<file path="src/hdl/hpm_pkg.sv">
// Purpose: Shared constants and carrier types for the host/PCI/GPIO pin mux.
// Assumes: 32-bit classic Wishbone register access, byte addresses.
// Notes:   Host pad index i corresponds to general-purpose line GP[57+i].
package hpm_pkg;

	// Pad counts of the three groups
	localparam int HOST_PINS = 27;
	localparam int PCID_PINS = 3;
	localparam int GPG_PINS  = 4;

	// Register byte offsets
	localparam logic [7:0] SEL_ONE_ADDR  = 8'h00;
	localparam logic [7:0] SEL_ZERO_ADDR = 8'h04;
	localparam logic [7:0] PWDN_ADDR     = 8'h08;
	localparam logic [7:0] STAT_ADDR     = 8'h0C;

	// Field positions in pin_select_reg_one
	localparam int STRAP_BIT = 0;
	localparam int HSEL_LSB  = 1;
	localparam int HSEL_MSB  = 3;
	// Field position in pin_select_reg_zero (reduced-MII enable)
	localparam int RMII_BIT  = 0;
	// Field positions in io_pad_power_down
	localparam int PWDN_HOST_BIT = 0;
	localparam int PWDN_GPG_BIT  = 1;
	// Field positions in the status register
	localparam int STATE_LSB = 0;
	localparam int STATE_MSB = 6;
	localparam int FAULT_BIT = 8;

	// Reset values
	localparam logic [2:0] HSEL_RST = 3'h0;
	localparam logic       RMII_RST = 1'b0;
	localparam logic [1:0] PWDN_RST = 2'h0;

	// Host group select codes
	localparam logic [2:0] HSEL_BASE    = 3'h0;
	localparam logic [2:0] HSEL_HPP     = 3'h1;
	localparam logic [2:0] HSEL_SEL     = 3'h2;
	localparam logic [2:0] HSEL_SEL_ETH = 3'h3;
	localparam logic [2:0] HSEL_ETH     = 3'h4;

	// Host pad masks: all pads, parallel port pads, serial link pads, Ethernet pads
	localparam logic [26:0] MASK_ALL = 27'h7FF_FFFF;
	localparam logic [26:0] MASK_HPP = 27'h7FF_FFFE;
	localparam logic [26:0] MASK_SEL = 27'h000_03FF;
	localparam logic [26:0] MASK_ETH = 27'h7FF_FC00;

	// Host group function, one-hot
	typedef enum logic [6:0] {
		HF_PCI     = 7'h01,
		HF_GPIO    = 7'h02,
		HF_HPP     = 7'h04,
		HF_SEL     = 7'h08,
		HF_SEL_ETH = 7'h10,
		HF_ETH     = 7'h20,
		HF_RSVD    = 7'h40
	} hpm_hfunc_t;

	// Per-pad function selects for the host group, one bit per pad
	typedef struct packed {
		logic [26:0] pci;
		logic [26:0] hpp;
		logic [26:0] sel;
		logic [26:0] eth;
		logic [26:0] gpio;
	} hpm_host_t;

	// Controls for the small PCI data and general-purpose groups
	typedef struct packed {
		logic       pcid_pull_en;
		logic [3:0] gpg_pci;
		logic [3:0] gpg_gpio;
		logic [3:0] gpg_pull_en;
	} hpm_small_t;

endpackage

</file>
<file path="src/hdl/hpm_host_decode.sv">
// Purpose: Combinational decode of strap and host group select into pad functions.
// Assumes: Inputs are registered by the caller; outputs are registered by the caller.
// Notes:   Reserved codes park every host pad with no function selected.
`timescale 1ns/10ps
module hpm_host_decode (
	// Selection inputs
	input  wire logic              strap,
	input  wire logic [2:0]        hsel,
	// Decoded outputs
	output hpm_pkg::hpm_host_t     mux,
	output hpm_pkg::hpm_hfunc_t    func
);

	// Pick the block function from strap and select code
	always_comb begin
		func = hpm_pkg::HF_RSVD;
		if (strap) begin
			if (hsel == hpm_pkg::HSEL_BASE) begin
				func = hpm_pkg::HF_PCI;
			end
		end else begin
			case (hsel)
				hpm_pkg::HSEL_BASE:    func = hpm_pkg::HF_GPIO;
				hpm_pkg::HSEL_HPP:     func = hpm_pkg::HF_HPP;
				hpm_pkg::HSEL_SEL:     func = hpm_pkg::HF_SEL;
				hpm_pkg::HSEL_SEL_ETH: func = hpm_pkg::HF_SEL_ETH;
				hpm_pkg::HSEL_ETH:     func = hpm_pkg::HF_ETH;
				default:               func = hpm_pkg::HF_RSVD;
			endcase
		end
	end

	// Spread the function onto the per-pad select vectors
	always_comb begin
		mux = '0;
		case (func)
			hpm_pkg::HF_PCI: begin
				mux.pci = hpm_pkg::MASK_ALL;
			end
			hpm_pkg::HF_GPIO: begin
				mux.gpio = hpm_pkg::MASK_ALL;
			end
			// parallel port, first pad general purpose
			hpm_pkg::HF_HPP: begin
				mux.hpp  = hpm_pkg::MASK_HPP;
				mux.gpio = ~hpm_pkg::MASK_HPP;
			end
			// serial link, upper pads general purpose
			hpm_pkg::HF_SEL: begin
				mux.sel  = hpm_pkg::MASK_SEL;
				mux.gpio = hpm_pkg::MASK_ETH;
			end
			hpm_pkg::HF_SEL_ETH: begin
				mux.sel = hpm_pkg::MASK_SEL;
				mux.eth = hpm_pkg::MASK_ETH;
			end
			hpm_pkg::HF_ETH: begin
				mux.eth  = hpm_pkg::MASK_ETH;
				mux.gpio = hpm_pkg::MASK_SEL;
			end
			default: begin
				mux = '0;
			end
		endcase
	end

endmodule

</file>
<file path="src/hdl/hpm_pin_mux.sv">
// Purpose: Host, PCI data and general-purpose pad group selection with Wishbone registers.
// Assumes: Single clock; strap pin static while the device runs.
// Notes:   All outputs are registered; mux outputs follow a register change by one cycle.
//
// Implementation choices: the register offsets and the Wishbone register port.
`timescale 1ns/10ps
module hpm_pin_mux #(
	parameter int ADDR_W = 8
) (
	// Clock and reset
	input  wire logic              clk,
	input  wire logic              rstn,
	// Configuration strap and MAC state
	input  wire logic              pci_strap_pin,
	input  wire logic              eth_mac_in_reset,
	// Wishbone slave
	input  wire logic              wb_cyc_i,
	input  wire logic              wb_stb_i,
	input  wire logic              wb_we_i,
	input  wire logic [ADDR_W-1:0] wb_adr_i,
	input  wire logic [3:0]        wb_sel_i,
	input  wire logic [31:0]       wb_dat_i,
	output logic      [31:0]       wb_dat_o,
	output logic                   wb_ack_o,
	// Host group pad controls
	output hpm_pkg::hpm_host_t     host_mux,
	output logic      [26:0]       host_pull_en,
	output logic                   host_pwdn,
	// Small group pad controls
	output hpm_pkg::hpm_small_t    small_ctl,
	output logic                   gpg_pwdn,
	// Ethernet pin set selects
	output logic                   eth_mii_sel,
	output logic                   eth_rmii_sel
);

	// Register state, bus handshake and decoded pad controls
	logic                   strap_r;     // Captured strap level
	logic                   strap_cap_r; // Strap has been captured
	logic [2:0]             hsel_r;      // host_group_select
	logic                   rmii_r;      // Reduced-MII enable
	logic [1:0]             pwdn_r;      // io_pad_power_down fields
	logic                   fault_r;     // Ethernet selected while MAC ran
	logic                   ack_r;       // Wishbone acknowledge
	logic [31:0]            rdat_r;      // Wishbone read data
	hpm_pkg::hpm_host_t     mux_nxt;     // Decoded host pad functions
	hpm_pkg::hpm_hfunc_t    func_nxt;    // Decoded host function
	hpm_pkg::hpm_hfunc_t    func_r;      // Registered host function
	hpm_pkg::hpm_host_t     mux_r;       // Registered host pad functions
	logic [26:0]            pull_r;      // Host pull enables
	hpm_pkg::hpm_small_t    small_r;     // Small group controls
	logic                   req;         // Request present
	logic                   wr_go;       // Write takes effect this edge
	logic                   eth_on_nxt;  // Write leaves Ethernet pins selected
	logic [2:0]             wr_hsel;     // Select value after this write
	logic                   wr_rmii;     // Reduced-MII value after this write

	// Bus qualifiers; a write lands only on the edge that sees ack, so it lands once
	assign req   = wb_cyc_i && wb_stb_i;
	assign wr_go = req && wb_we_i && ack_r && wb_sel_i[0];

	// Strap capture once after reset release, then frozen
	// strap read only
	always_ff @(posedge clk or negedge rstn) begin
		if (!rstn) begin
			strap_r     <= 1'b0;
			strap_cap_r <= 1'b0;
		end else if (!strap_cap_r) begin
			strap_r     <= pci_strap_pin;
			strap_cap_r <= 1'b1;
		end
	end

	// Wishbone acknowledge, one per request, dropped the cycle after
	always_ff @(posedge clk or negedge rstn) begin
		if (!rstn) begin
			ack_r <= 1'b0;
		end else begin
			ack_r <= req && !ack_r;
		end
	end

	// Select register writes, taken at the edge where ack is seen
	always_ff @(posedge clk or negedge rstn) begin
		if (!rstn) begin
			hsel_r <= hpm_pkg::HSEL_RST;
			rmii_r <= hpm_pkg::RMII_RST;
		end else if (wr_go && wb_adr_i == hpm_pkg::SEL_ONE_ADDR) begin
			// Strap bit is not writable
			hsel_r <= wb_dat_i[hpm_pkg::HSEL_MSB:hpm_pkg::HSEL_LSB];
		end else if (wr_go && wb_adr_i == hpm_pkg::SEL_ZERO_ADDR) begin
			rmii_r <= wb_dat_i[hpm_pkg::RMII_BIT];
		end
	end

	// Pad power-down register; both groups come up powered after reset
	// host pad power
	always_ff @(posedge clk or negedge rstn) begin
		if (!rstn) begin
			pwdn_r <= hpm_pkg::PWDN_RST;
		end else if (wr_go && wb_adr_i == hpm_pkg::PWDN_ADDR) begin
			pwdn_r[hpm_pkg::PWDN_HOST_BIT] <= wb_dat_i[hpm_pkg::PWDN_HOST_BIT];
			pwdn_r[hpm_pkg::PWDN_GPG_BIT]  <= wb_dat_i[hpm_pkg::PWDN_GPG_BIT];
		end
	end

	// Selection state that a write would leave behind
	always_comb begin
		wr_hsel = hsel_r;
		wr_rmii = rmii_r;
		if (wr_go && wb_adr_i == hpm_pkg::SEL_ONE_ADDR) begin
			wr_hsel = wb_dat_i[hpm_pkg::HSEL_MSB:hpm_pkg::HSEL_LSB];
		end else if (wr_go && wb_adr_i == hpm_pkg::SEL_ZERO_ADDR) begin
			wr_rmii = wb_dat_i[hpm_pkg::RMII_BIT];
		end
		eth_on_nxt = wr_rmii || (!strap_r && (wr_hsel == hpm_pkg::HSEL_SEL_ETH ||
			wr_hsel == hpm_pkg::HSEL_ETH));
	end

	// Sticky fault: a select write enables Ethernet pins while the MAC runs
	// MAC reset check
	always_ff @(posedge clk or negedge rstn) begin
		if (!rstn) begin
			fault_r <= 1'b0;
		end else if (wr_go && eth_on_nxt && !eth_mac_in_reset &&
			(wb_adr_i == hpm_pkg::SEL_ONE_ADDR || wb_adr_i == hpm_pkg::SEL_ZERO_ADDR)) begin
			// Set wins over any clear
			fault_r <= 1'b1;
		end else if (wr_go && wb_adr_i == hpm_pkg::STAT_ADDR &&
			wb_dat_i[hpm_pkg::FAULT_BIT]) begin
			fault_r <= 1'b0;
		end
	end

	// Read data, captured as ack rises; unmapped reads give zero
	always_ff @(posedge clk or negedge rstn) begin
		if (!rstn) begin
			rdat_r <= 32'h0000_0000;
		end else if (req && !ack_r) begin
			rdat_r <= 32'h0000_0000;
			if (wb_adr_i == hpm_pkg::SEL_ONE_ADDR) begin
				rdat_r[hpm_pkg::STRAP_BIT]                  <= strap_r;
				rdat_r[hpm_pkg::HSEL_MSB:hpm_pkg::HSEL_LSB] <= hsel_r;
			end else if (wb_adr_i == hpm_pkg::SEL_ZERO_ADDR) begin
				rdat_r[hpm_pkg::RMII_BIT] <= rmii_r;
			end else if (wb_adr_i == hpm_pkg::PWDN_ADDR) begin
				rdat_r[1:0] <= pwdn_r;
			end else if (wb_adr_i == hpm_pkg::STAT_ADDR) begin
				rdat_r[hpm_pkg::STATE_MSB:hpm_pkg::STATE_LSB] <= func_r;
				rdat_r[hpm_pkg::FAULT_BIT]                    <= fault_r;
			end
		end
	end

	// Host group decode
	hpm_host_decode u_dec (
		.strap (strap_r),
		.hsel  (hsel_r),
		.mux   (mux_nxt),
		.func  (func_nxt)
	);

	// Register host pad functions and pulls
	always_ff @(posedge clk or negedge rstn) begin
		if (!rstn) begin
			mux_r  <= '0;
			func_r <= hpm_pkg::HF_RSVD;
			pull_r <= '0;
		end else begin
			mux_r  <= mux_nxt;
			func_r <= func_nxt;
			pull_r <= {hpm_pkg::HOST_PINS{~strap_r}};
		end
	end

	// Register small group controls
	always_ff @(posedge clk or negedge rstn) begin
		if (!rstn) begin
			small_r <= '0;
		end else begin
			small_r.pcid_pull_en <= ~strap_r;
			small_r.gpg_pci  <= {hpm_pkg::GPG_PINS{strap_r}};
			small_r.gpg_gpio <= {hpm_pkg::GPG_PINS{~strap_r}};
			small_r.gpg_pull_en <= {hpm_pkg::GPG_PINS{~strap_r}};
		end
	end

	// Ethernet pin set selects
	always_ff @(posedge clk or negedge rstn) begin
		if (!rstn) begin
			eth_mii_sel  <= 1'b0;
			eth_rmii_sel <= 1'b0;
		end else begin
			eth_mii_sel  <= (func_nxt == hpm_pkg::HF_SEL_ETH) || (func_nxt == hpm_pkg::HF_ETH);
			eth_rmii_sel <= rmii_r;
		end
	end

	// Every output is a flip-flop or a bit of one
	assign wb_ack_o     = ack_r;
	assign wb_dat_o     = rdat_r;
	assign host_mux     = mux_r;
	assign host_pull_en = pull_r;
	assign host_pwdn    = pwdn_r[hpm_pkg::PWDN_HOST_BIT];
	assign small_ctl    = small_r;
	assign gpg_pwdn     = pwdn_r[hpm_pkg::PWDN_GPG_BIT];
endmodule

</file>
<file path="config.mk">
export PLATFORM = sky130hd
export DESIGN_NAME = hpm_pin_mux
export DESIGN_NICKNAME = d
export VERILOG_FILES = /design/src/hdl/hpm_pkg.sv /design/src/hdl/hpm_host_decode.sv /design/src/hdl/hpm_pin_mux.sv
export SDC_FILE = /design/constraint.sdc
export NUM_CORES = 1
export LEC_CHECK = 0
export BUFFER_PORTS_ARGS = -buffer_cell sky130_fd_sc_hd__buf_2
export CAP_MARGIN = 20
export CORE_AREA = 2 2 103 105
export CTS_CLUSTER_SIZE = 12
export DETAILED_ROUTE_END_ITERATION = 16
export DIE_AREA = 0 0 105 107
export PLACE_DENSITY = 0.69
export SYNTH_ARGS = -nofsm -noshare
export SYNTH_HDL_FRONTEND = slang
export SYNTH_SLANG_ARGS = --single-unit
</file>
<file path="constraint.sdc">
create_clock -name clk -period 3.6 [get_ports clk]
set_clock_uncertainty 0.2 [all_clocks]
set_input_delay 0.18 -clock clk [delete_from_list [all_inputs] [get_ports clk]]
set_output_delay 0.18 -clock clk [all_outputs]
set_load 0.01 [all_outputs]
</file>
=== Word-level counts from Yosys, hierarchy flattened ===
Cells that the tools add are included.

* Register bits after elaboration: 166
* Input port bits: 51
* Output and inout port bits: 212
* Word-level logic and storage cells: 86

* Equality and inequality tests: 15
* Mux-type cells: 24
* Bitwise operators: 1
* Reductions and logical operators: 26

{| class="wikitable"
|+ Operators with widths
! operator !! number
|-
| $pmux W27 S4 || 1
|-
| $mux W27 || 3
|-
| $pmux W7 S5 || 1
|-
| $mux W7 || 3
|-
| $eq A8 B4 Y1 const B || 2
|-
| $logic_and A1 B1 Y1 || 14
|-
| $mux W10 || 1
|-
| $eq A3 B2 Y1 const B || 3
|-
| $mux W1 || 9
|-
| $eq A8 B3 Y1 const B || 1
|-
| $logic_not A8 Y1 || 1
|-
| $eq A7 B1 Y1 const B || 1
|-
| $eq A7 B2 Y1 const B || 1
|-
| $eq A7 B3 Y1 const B || 1
|-
| $eq A7 B4 Y1 const B || 1
|-
| $eq A7 B5 Y1 const B || 1
|-
| $eq A7 B6 Y1 const B || 1
|-
| $eq A3 B3 Y1 const B || 2
|-
| $mux W3 || 2
|-
| $mux W6 || 1
|-
| $mux W5 || 1
|-
| $logic_or A1 B1 Y1 || 4
|-
| $mux W4 || 1
|-
| $reduce_or A2 Y1 || 2
|-
| other kinds (6) || 8
|}

=== Logic depth before layout (Yosys ltp) ===
Gate-level depths: netlist of the first run.

* Depth after elaboration: 14
* Gate-level depth with buffers: 5
* Gate-level depth less buffers: 4

=== Cells and area by module ===
A second synthesis of the first run with hierarchy kept.

* Cells, all modules: 433
* Area total of the unflattened synthesis: 6,177.2 µm²

{| class="wikitable"
|+ Modules (own cells, without submodules)
! module !! times used !! cells each !! area an instance (µm²) !! seq. area each (µm²)
|-
| hpm_pin_mux || 1 || 284 || 5,043.6 || 4,105.2
|-
| hpm_host_decode || 1 || 149 || 1,133.6 || 0.0
|}

=== Worst setup path before layout of the first run ===
No wires, ideal clock.

* Kind: input-to-reg
* Start point: input port wb_adr_i[1]
* End point: register pwdn_r[0]
* Library setup time: 0.125 ns
* Data arrival time: 1.810 ns
* Required time: 3.275 ns
* Slack: 1.465 ns
* Cell stages on the path: 4
* Path buffers: 0
* Path through: or4_4 or4_4 nor3b_2 mux2_2

* Word-level cells in the longest chain between the ends: 2

{| class="wikitable"
|+ RTL lines
! element !! line !! source
|-
| from (decl) || hpm_pin_mux.sv:20 || <nowiki>input wire logic [ADDR_W-1:0] wb_adr_i,</nowiki>
|-
| $eq A8 B4 Y1 || hpm_pin_mux.sv:101 || <nowiki>end else if (wr_go && wb_adr_i == hpm_pkg::PWDN_ADDR) begin</nowiki>
|-
| $logic_and A1 B1 Y1 || hpm_pin_mux.sv:101 ||
|-
| to (signal assigned) || hpm_pin_mux.sv:100 || <nowiki>pwdn_r <= hpm_pkg::PWDN_RST;</nowiki>
|-
| to (signal, indexed assignment) || hpm_pin_mux.sv:102 || <nowiki>pwdn_r[hpm_pkg::PWDN_HOST_BIT] <= wb_dat_i[hpm_pkg::PWDN_HOST_BIT];</nowiki>
|-
| to (signal, indexed assignment) || hpm_pin_mux.sv:103 || <nowiki>pwdn_r[hpm_pkg::PWDN_GPG_BIT] <= wb_dat_i[hpm_pkg::PWDN_GPG_BIT];</nowiki>
|-
| to (decl) || hpm_pin_mux.sv:42 || <nowiki>logic [1:0] pwdn_r;</nowiki>
|}

Every way passes these cells.
A chain may end at the register's enable or synchronous reset.

=== Worst setup path after layout of the first run ===
* Start point: input port wb_adr_i[1]
* End point: register fault_r

* Word-level cells in the longest chain between the ends: 11
* Elaborated cells on any way between the ends: 21
* Those cells by class: eq/ne (4); mux (4); reduce/logical (13)

{| class="wikitable"
|+ RTL lines
! element !! line !! source
|-
| $logic_not A8 Y1 || hpm_pin_mux.sv:111, hpm_pin_mux.sv:126 ||
|-
| $logic_and A1 B1 Y1 || hpm_pin_mux.sv:111 || <nowiki>if (wr_go && wb_adr_i == hpm_pkg::SEL_ONE_ADDR) begin</nowiki>
|-
| $mux W3 || hpm_pin_mux.sv:111 ||
|-
| $eq A3 B2 Y1 / $eq A3 B3 Y1 (equally long branches) || hpm_pin_mux.sv:116, hpm_pin_mux.sv:117 ||
|-
| $logic_or A1 B1 Y1 || hpm_pin_mux.sv:116 || <nowiki>eth_on_nxt = wr_rmii || (!strap_r && (wr_hsel == hpm_pkg::HSEL_SEL_ETH ||</nowiki>
|-
| $logic_and A1 B1 Y1 || hpm_pin_mux.sv:116 ||
|-
| $logic_or A1 B1 Y1 || hpm_pin_mux.sv:116 ||
|-
| $logic_and A1 B1 Y1 (3 in a row) || hpm_pin_mux.sv:125 || <nowiki>end else if (wr_go && eth_on_nxt && !eth_mac_in_reset &&</nowiki>
|-
| $mux W1 / $reduce_bool A2 Y1 (equally long branches) || - ||
|-
| to (signal assigned) || hpm_pin_mux.sv:124 || <nowiki>fault_r <= 1'b0;</nowiki>
|-
| to (signal assigned) || hpm_pin_mux.sv:128 || <nowiki>fault_r <= 1'b1;</nowiki>
|-
| to (signal assigned) || hpm_pin_mux.sv:131 || <nowiki>fault_r <= 1'b0;</nowiki>
|-
| to (decl) || hpm_pin_mux.sv:43 || <nowiki>logic fault_r;</nowiki>
|}

Several ways; a longest one is shown, not always the timed one.

==> impl_metrics.tcl, run 1 <==
set metrics [dict create \
    setup_viol 0 \
    hold_buffers 6 \
    viasPerCell 3.587 \
    hold_violations 0 \
    post-route-cell-area_mm2 0.002804 \
    overflow 0 \
    fin_util_pct 27.78 \
    cts_tree "yes" \
    status "complete, no violations" \
    crit_slowest_cell "nor4_1" \
    worstSetupPathType "in2reg" \
    yosysSeqAreaShare_pct 30.71 \
    async_flop_share_pct 100.0 \
    antenna_found_initial 0 \
    postCtsSetupBuffers 0 \
    synth_flop_cell "dfrtp_1" \
    clockBufferDepth 2 \
    tns_ns 0 \
    cp.arrival_ns 2.10 \
    wl_per_cell_um 10.14 \
    p_leak_nw 1.733 \
    coreArea_mm2 0.01009 \
    hp-class "in2reg" \
    grt_max_degree 37 \
    drv_slew 0 \
    track_usage_pct 7.699 \
    port_buffers 180 \
    grt_pass1_wl_mm 6.906 \
    yosysWarnings 0 \
    grt_pass1_vias 1413 \
    synth_area_mm2 0.002856 \
    dp_hpwl_mm 3.999 \
    netlist_instances 304 \
    cts_max_level 2 \
    drv_cap 0 \
    timing.final.crit_period_ns 2.147 \
    crit_path_cell_trace "buf_2 > or4_4 > nor4_1 > mux2i_1 > o211ai_1" \
    area_growth_pct -1.840 \
    fmaxAchievable_ghz 0.4658 \
    seq_area_um2 877.1 \
    power_density_mw_per_mm2 315.4 \
    grt_setup_unrepaired "false" \
    finalNetCount 401 \
    multi_input_area_um2 699.4 \
    drtIter0Drc 65 \
    die_h_um 107 \
    pin_count 263 \
    num-fill-cells 1105 \
    initial_core_util_pct 28.30 \
    antenna_cells 0 \
    rows 37 \
    drc 0 \
    peakVddDrop_v 0.0001325 \
    synth_area_per_cell_um2 9.396 \
    path_buf_inv 1 \
    cp-start-kind "primary input" \
    ys_seq_elements 35 \
    tritoncts.num_buffers 5 \
    die_area_mm2 0.01124 \
    drt-total-wl_mm 4.937 \
    worst_pin_slew_ns 1.011 \
    place_congestion 0.7720 \
    critPathCaptureType "register" \
    num_vias 1747 \
    ant_nets 0 \
    drive_gt1_share_pct 58.12 \
    root_buffer "clkbuf_8" \
    yosysUniqueCellTypes 34 \
    critPathTopFamily "simple AND/OR/NAND/NOR gates" \
    slew_headroom_pct 31.98 \
    slowest_delay_ns 0.87 \
    placedInstanceArea_mm2 0.002659 \
    fin_crit_sh_pct 59.63 \
    setup_ws_ns 1.453 \
    cts_resized 0 \
    cp_max_fo 5 \
    clk_latency_ns 0.28 \
    dp_slack_ns 1.176 \
    cp_data_required_time_ns 3.56 \
    synth-edff-count 0 \
    cts_sinks 35 \
    path_clk_slew_ns 0.07 \
    dr.pass1.iters 4 \
    die_x_um 105 \
]
==> final timing paths <==
kind | start | end | slack [ns] | cells after the start
max | wb_adr_i[1] | fault_r$_DFFE_PN0P_ | 1.45 | 5
min | eth_mac_in_reset | fault_r$_DFFE_PN0P_ | 0.03 | 3
max reg2reg | wb_ack_o$_DFF_PN0_ | fault_r$_DFFE_PN0P_ | 1.52 | 4
min reg2reg | rmii_r$_DFF_PN0_ | eth_rmii_sel$_DFF_PN0_ | 0.24 | 0
max in group asynchronous | rstn | func_r[4]$_DFF_PN0_ | 2.39 | 2
min in group asynchronous | rstn | wb_dat_o[3]$_DFFE_PN0P_ | 0.32 | 2
==> power by group <==
group,total [mW],switching (mW),internal [mW]
clock,0.268,0.133,0.135
combinational,0.191,0.118,0.0732
sequential,0.425,0.0207,0.404
==> placed cells by master, fill, tap and decap left out, drive strengths merged, types with 2 or more instances in the layout <==
cell type	n
nor2	3
inv	3
o31ai	2
and2	3
nand3b	2
nand2	5
mux2i	3
nor4	4
or3b	2
dlygate4sd3	6
o21ai	3
or4	3
conb	53
nor4b	2
nor3	2
nor3b	3
a22o	6
clkbuf	6
mux2	6
buf	180
a22oi	2
dfrtp	34
or2	4
a21oi	3
==> through the flow <==
step / power, mW / hold WS, ns / instances
finish: 0.8843 / 0.02853 / 487
global route: 0.9346 / 0.04434 / 487
CTS: 0.8989 / 0.01638 / 487
detailed placement: 0.6213 / 0.09499 / 473
global placement: 0.6171 / 0.07475 / 473
floorplan: 0.6634 / -0.3156 / 355
==> per-layer routing <==
metal | GRT usage [%] | wire length [um]
met5 | 0 | 0
met4 | 3.429 | 96
met3 | 1.763 | 381
met2 | 14.70 | 2644
met1 | 7.988 | 1814
==> sequential cells by signal, indices dropped and copies added (netlist names) <==
signal,flops
eth_rmii_sel,1
fault_r,1
func_r,7
host_mux,7
hsel_r,3
pwdn_r,2
rmii_r,1
small_ctl,2
strap_cap_r,1
strap_r,1
wb_ack_o,1
wb_dat_o,8
==> Yosys cell counts, types with 3 or more instances <==
master / n / share of area, %
buf_4: 191 / 50
dfrtp_1: 34 / 30
clkbuf_1: 7 / 0.92
a22o_1: 6 / 1.8
mux2_2: 6 / 2.4
nand2_1: 5 / 0.66
nor4_1: 4 / 0.88
or2_2: 4 / 0.88
a21oi_1: 3 / 0.53
and2_1: 3 / 0.66
inv_1: 3 / 0.39
mux2i_1: 3 / 1.1
nor2_1: 3 / 0.39
o21ai_0: 3 / 0.53
==> worst min-delay path: stages <==
cell,delay (ns)
buf_2,0.10
or3_1,0.10
o211ai_1,0.09
==> final cells by class <==
type,instances,share of cell area [%]
timing repair buffer,186,34.27
sequential,35,31.28
multi-input combinational,119,24.94
tap,136,6.069
clock buffer,6,2.588
clock inverter,2,0.4462
inverter,3,0.4016
==> kinds of logic after synthesis <==
logic type / Yosys count / share of synthesized area, %
compound gates: 18 / 4.511
buf+inv: 201 / 51.51
flops: 35 / 30.71
mux: 10 / 4.205
other cells: 2 / 0.2629
simple gates: 38 / 8.804
Power figures use the tool's default switching activity.
==> run 2, diff against run 1 <==
--- a/config.mk
+++ b/config.mk
@@ -7,11 +7,11 @@
 export LEC_CHECK = 0
 export BUFFER_PORTS_ARGS = -buffer_cell sky130_fd_sc_hd__buf_2
 export CAP_MARGIN = 20
-export CORE_AREA = 2 2 103 105
+export CORE_AREA = 2 2 101 103
 export CTS_CLUSTER_SIZE = 12
 export DETAILED_ROUTE_END_ITERATION = 16
-export DIE_AREA = 0 0 105 107
-export PLACE_DENSITY = 0.69
+export DIE_AREA = 0 0 103 105
+export PLACE_DENSITY = 0.71
 export SYNTH_ARGS = -nofsm -noshare
 export SYNTH_HDL_FRONTEND = slang
 export SYNTH_SLANG_ARGS = --single-unit
==> constraint.sdc (replaced) <==
create_clock -name clk -period 2 [get_ports clk]
set_clock_uncertainty 0.2 [all_clocks]
set_input_delay 0.1 -clock clk [delete_from_list [all_inputs] [get_ports clk]]
set_output_delay 0.1 -clock clk [all_outputs]
set_load 0.01 [all_outputs]
==> impl_metrics.tcl, run 2 (synthesis results as in run 1) <==
set metrics [dict create \
    cp_data_required_time_ns 1.96 \
    use_met2_pct 15.17 \
    dr.pass1.iters 4 \
    cp-start-kind "register" \
    hp-class "in2reg" \
    fin_crit_sh_pct 96.40 \
    wl_per_cell_um 10.03 \
    num-fill-cells 1012 \
    cts_sinks 35 \
    r2r-start "wb_ack_o$_DFF_PN0_" \
    grt_max_degree 37 \
    setup_viol 0 \
    slowest_delay_ns 0.53 \
    drt-total-wl_mm 4.943 \
    root_buffer "clkbuf_8" \
    dp_hpwl_mm 3.948 \
    p_leak_nw 1.801 \
    slew_headroom_pct 50.55 \
    tritoncts.num_buffers 5 \
    busiest_layer "met2" \
    antenna_found_initial 0 \
    cp.depth 4 \
    die_x_um 103 \
    placedInstanceArea_mm2 0.002708 \
    cts_tree "yes" \
    num_vias 1787 \
    post-route-cell-area_mm2 0.002925 \
    antenna_cells 0 \
    die_area_mm2 0.01082 \
    path_clk_slew_ns 0.07 \
    clk_latency_ns 0.28 \
    power_density_mw_per_mm2 633.0 \
    pin_count 263 \
    holdPathStages 4 \
    overflow 0 \
    cp_max_fo 5 \
    largest_register_ffs 8 \
    grt_pass1_wl_mm 7.086 \
    viasPerCell 3.625 \
    drv_slew 0 \
    final_common_cell "buf_2" \
    track_usage_pct 8.240 \
    cts_max_level 2 \
    seq_area_um2 877.1 \
    drc 0 \
    min_from "wb_adr_i[7]" \
    place_congestion 0.7878 \
    drive_gt1_share_pct 58.89 \
    grt_pass1_vias 1371 \
    worstSetupPathType "reg2reg" \
    peakVddDrop_v 0.0002691 \
    die_h_um 105 \
    coreArea_mm2 0.009639 \
    final_cell_mix "buf_2, conb_1, dfrtp_1" \
    clockBufferDepth 2 \
    timing.final.crit_period_ns 1.928 \
    worst_pin_slew_ns 0.7418 \
    ant_nets 0 \
    crit_path_cell_trace "nand3_1 > or4_4 > nor3b_2 > mux2_2" \
    path_buf_inv 0 \
    postCtsSetupBuffers 0 \
    multi_input_area_um2 704.4 \
    use_met3_pct 1.873 \
    initial_core_util_pct 29.63 \
    crit_path_start "wb_ack_o$_DFF_PN0_" \
    area_growth_pct 2.409 \
    drtIter0Drc 62 \
    hold_violations 0 \
    fmaxAchievable_ghz 0.5186 \
    status "complete, no violations" \
    critPathCaptureType "register" \
    finalNetCount 410 \
    port_buffers 180 \
    drv_cap 0 \
    grt_setup_unrepaired "false" \
    critPathTopFamily "simple AND/OR/NAND/NOR gates" \
    rows 36 \
    r2r_cells 4 \
    cp.arrival_ns 1.89 \
    power_mw 1.852 \
    crit_slowest_cell "or4_4" \
    use_met1_pct 9.136 \
]
run 2: cell types whose count changed in the layout (fill, tap and decap cells not counted):
| cell | previous run | this run |
|---|---|---|
| clkinv_2 | 1 | 0 |
| clkinvlp_4 | 1 | 0 |
| dlygate4sd3_1 | 6 | 8 |
| buf_4 | 0 | 7 |
| bufinv_16 | 0 | 2 |
| nor3b_1 | 2 | 1 |
| nor3b_2 | 1 | 2 |
run 2: final timing paths:
check / to / slack [ns]
max: pwdn_r[0]$_DFFE_PN0P_ / 0.07
min: wb_dat_o[3]$_DFFE_PN0P_ / 0.05
max reg2reg: pwdn_r[0]$_DFFE_PN0P_ / 0.07
min reg2reg: eth_rmii_sel$_DFF_PN0_ / 0.26
max in group asynchronous: small_ctl[8]$_DFF_PN0_ / 0.91
min in group asynchronous: host_mux[0]$_DFF_PN0_ / 0.21
run 2: worst min-delay path, stage by stage:
cell and delay (ns):
buf_2 0.07, or2_2 0.11, or2_2 0.14, o31ai_1 0.07
run 2: power breakdown:
group | total, mW | switching (mW) | leakage (nW) | internal [mW]
clock network | 0.735 | 0.237 | 0.0654 | 0.498
logic | 0.358 | 0.220 | 1.27 | 0.138
registers | 0.759 | 0.0309 | 0.461 | 0.728
run 2: what timing repair did:
item                                   in CTS  in global routing
endpoints found under the hold margin      42                  0
hold buffers                                8                  0
gates resized for setup                     0                  1
setup endpoints to repair                   0                  1
run 2: final cells by class:
cell class / instances / area share (%)
Clock buffer: 6 / 2.481
Timing Repair Buffer: 195 / 35.33
Tap cell: 133 / 5.689
Sequential cell: 35 / 29.98
Inverter: 3 / 0.3849
Multi-Input combinational cell: 119 / 24.08
Clock inverter: 2 / 2.053
run 2: per-stage QoR:
| stage | worst slack, ns | setup TNS, ns | instances | hold slack (ns) | utilization [%] |
|---|---|---|---|---|---|
| 6_report | 0.07190 | 0 | 493 | 0.05133 | 30.35 |
| 5_1_grt | 0.009125 | 0 | 493 | 0.06172 | 30.35 |
| 4_1_cts | 0.08449 | 0 | 493 | 0.04742 | 30.30 |
| 3_5_place_dp | -0.1173 | -0.5937 | 477 | 0.01158 | 28.09 |
| 3_3_place_gp | -0.1155 | -0.5469 | 477 | -0.01095 | 28.09 |
| 2_1_floorplan | 0.04005 | 0 | 355 | -0.3956 | - |
run 2: layer usage:
| metal | part of all wire [%] | vias up |
|---|---|---|
| met1 | 37 | 819 |
| met4 | 0.67 | 0 |
| met2 | 53 | 117 |
| li1 | - | 848 |
| met5 | 0 | - |
| met3 | 9.3 | 3 |
==> run 3, diff against run 2 <==
--- a/config.mk
+++ b/config.mk
@@ -11,6 +11,8 @@
 export CTS_CLUSTER_SIZE = 12
 export DETAILED_ROUTE_END_ITERATION = 16
 export DIE_AREA = 0 0 103 105
+export HOLD_SLACK_MARGIN = 0.1
+export MAX_ROUTING_LAYER = met4
 export PLACE_DENSITY = 0.71
 export SYNTH_ARGS = -nofsm -noshare
 export SYNTH_HDL_FRONTEND = slang
==> impl_metrics.tcl, run 3 (synthesis results as in run 1) <==
set metrics [dict create \
    use_met2_pct 15.31 \
    num_vias 1792 \
    min_from "wb_stb_i" \
    area_growth_pct 3.898 \
    overflow 0 \
    min_to "wb_ack_o$_DFF_PN0_" \
    cp.arrival_ns 1.84 \
    r2r_slack_ns 0.12 \
    rows 36 \
    critPathCaptureType "register" \
    root_buffer "clkbuf_8" \
    cts_sinks 35 \
    drive_gt1_share_pct 58.68 \
    initial_core_util_pct 29.63 \
    dp_hpwl_mm 3.948 \
    hold-worst-slack_ns 0.1351 \
    holdPathStages 4 \
    pin_count 263 \
    fin_crit_sh_pct 94.03 \
    port_buffers 180 \
    worstSetupPathType "reg2reg" \
    fmaxAchievable_ghz 0.5317 \
    crit_path_start "wb_ack_o$_DFF_PN0_" \
    setup_viol 0 \
    grt_setup_unrepaired "false" \
    tns_ns 0 \
    drv_cap 0 \
    power_density_mw_per_mm2 626.3 \
    grt_max_degree 37 \
    dr.pass1.iters 5 \
    antenna_found_initial 0 \
    ant_nets 0 \
    grt_pass1_vias 1385 \
    r2r-end "pwdn_r[0]$_DFFE_PN0P_" \
    cts_tree "yes" \
    die_area_mm2 0.01082 \
    hold_violations 0 \
    die_h_um 105 \
    grt_pass1_wl_mm 7.127 \
    clockBufferDepth 2 \
    largest_register_ffs 8 \
    use_met3_pct 1.672 \
    cts_max_level 2 \
    cp_max_fo 5 \
    postCtsSetupBuffers 0 \
    finalNetCount 413 \
    use_met1_pct 9.136 \
    drtIter0Drc 44 \
    fin_cells 496 \
    tritoncts.num_buffers 5 \
    setup_ws_ns 0.1193 \
    path_clk_slew_ns 0.07 \
    status "complete, no violations" \
    num-fill-cells 1003 \
    final_cell_mix "buf_2, conb_1, dfrtp_1" \
    dp_slack_ns -0.1173 \
    place_inst 477 \
    hp-class "in2reg" \
    place_congestion 0.7988 \
    timing.final.crit_period_ns 1.881 \
    die_x_um 103 \
    track_usage_pct 8.466 \
    clk_latency_ns 0.28 \
    cp-start-kind "register" \
    seq_area_um2 877.1 \
    viasPerCell 3.613 \
    antenna_cells 0 \
    r2r_cells 4 \
    p_leak_nw 1.818 \
    r2r-start "wb_ack_o$_DFF_PN0_" \
    drv_slew 0 \
    drc 0 \
    busiest_layer "met2" \
    drt-total-wl_mm 4.974 \
    final_common_cell "buf_2" \
    multi_input_area_um2 716.9 \
    coreArea_mm2 0.009639 \
    wl_per_cell_um 10.03 \
    worst_pin_slew_ns 0.7382 \
    peakVddDrop_v 0.0002704 \
    slew_headroom_pct 50.79 \
    cp_data_required_time_ns 1.96 \
]
==> run 3: cell count changes in the layout (fill, tap and decap cells not counted) <==
cell           before  now
nor3b_2             2    1
nor4_1              4    3
nor4_2              0    1
dlygate4sd3_1       8   11
nor3b_4             0    1
==> run 3: final cells by class <==
type	count	share of cell area (%)
well taps	133	5.607
flip-flops and latches	35	29.55
clock buffers	6	2.445
multi-input cells	119	24.16
inverters	3	0.3794
clock inverters	2	2.024
repair buffers	198	35.83
==> run 3: how the worst max path moves through the flow <==
stage / to / slack, ns / cells past startpoint
2_1_floorplan: hsel_r[0]$_DFF_PN0_ / 0.04 / 3
4_1_cts: fault_r$_DFFE_PN0P_ / 0.08 / 7
6_report: pwdn_r[0]$_DFFE_PN0P_ / 0.12 / 4
3_3_place_gp: fault_r$_DFFE_PN0P_ / -0.12 / 7
3_5_place_dp: fault_r$_DFFE_PN0P_ / -0.12 / 7
5_1_grt: fault_r$_DFFE_PN0P_ / 0.04 / 7
==> run 3: timing repair <==
item,CTS,global route
hold buffers,11,0
setup endpoints to repair,0,4
endpoints found under the hold margin,45,0
resized for setup,0,3
==> run 3: power by group <==
| part | switching, mW | leakage, nW | internal (mW) |
|---|---|---|---|
| clock network | 0.239 | 0.0654 | 0.498 |
| registers | 0.0310 | 0.461 | 0.728 |
| logic | 0.221 | 1.29 | 0.142 |
==> run 3: critical path: stages (launching register included) <==
cell     delay [ns]
dfrtp_1        0.38
nand3_1        0.13
or4_4          0.48
nor3b_4        0.21
mux2_2         0.36
==> run 3: stage by stage <==
| stage | cell area, um^2 | util [%] | power, mW |
|---|---|---|---|
| 2_1_floorplan | 3048 | - | 1.194 |
| 5_1_grt | 2968 | 30.79 | 1.965 |
| 3_5_place_dp | 2708 | 28.09 | 1.121 |
| 6_report | 2968 | 30.79 | 1.859 |
| 4_1_cts | 2950 | 30.61 | 1.877 |
| 3_3_place_gp | 2708 | 28.09 | 1.115 |
==> run 3: metal layers <==
| layer | vias to the layer above | wire [um] |
|---|---|---|
| met5 | - | 0 |
| met4 | 0 | 48 |
| met3 | 5 | 463 |
| met2 | 115 | 2650 |
| met1 | 816 | 1811 |
| li1 | 856 | - |
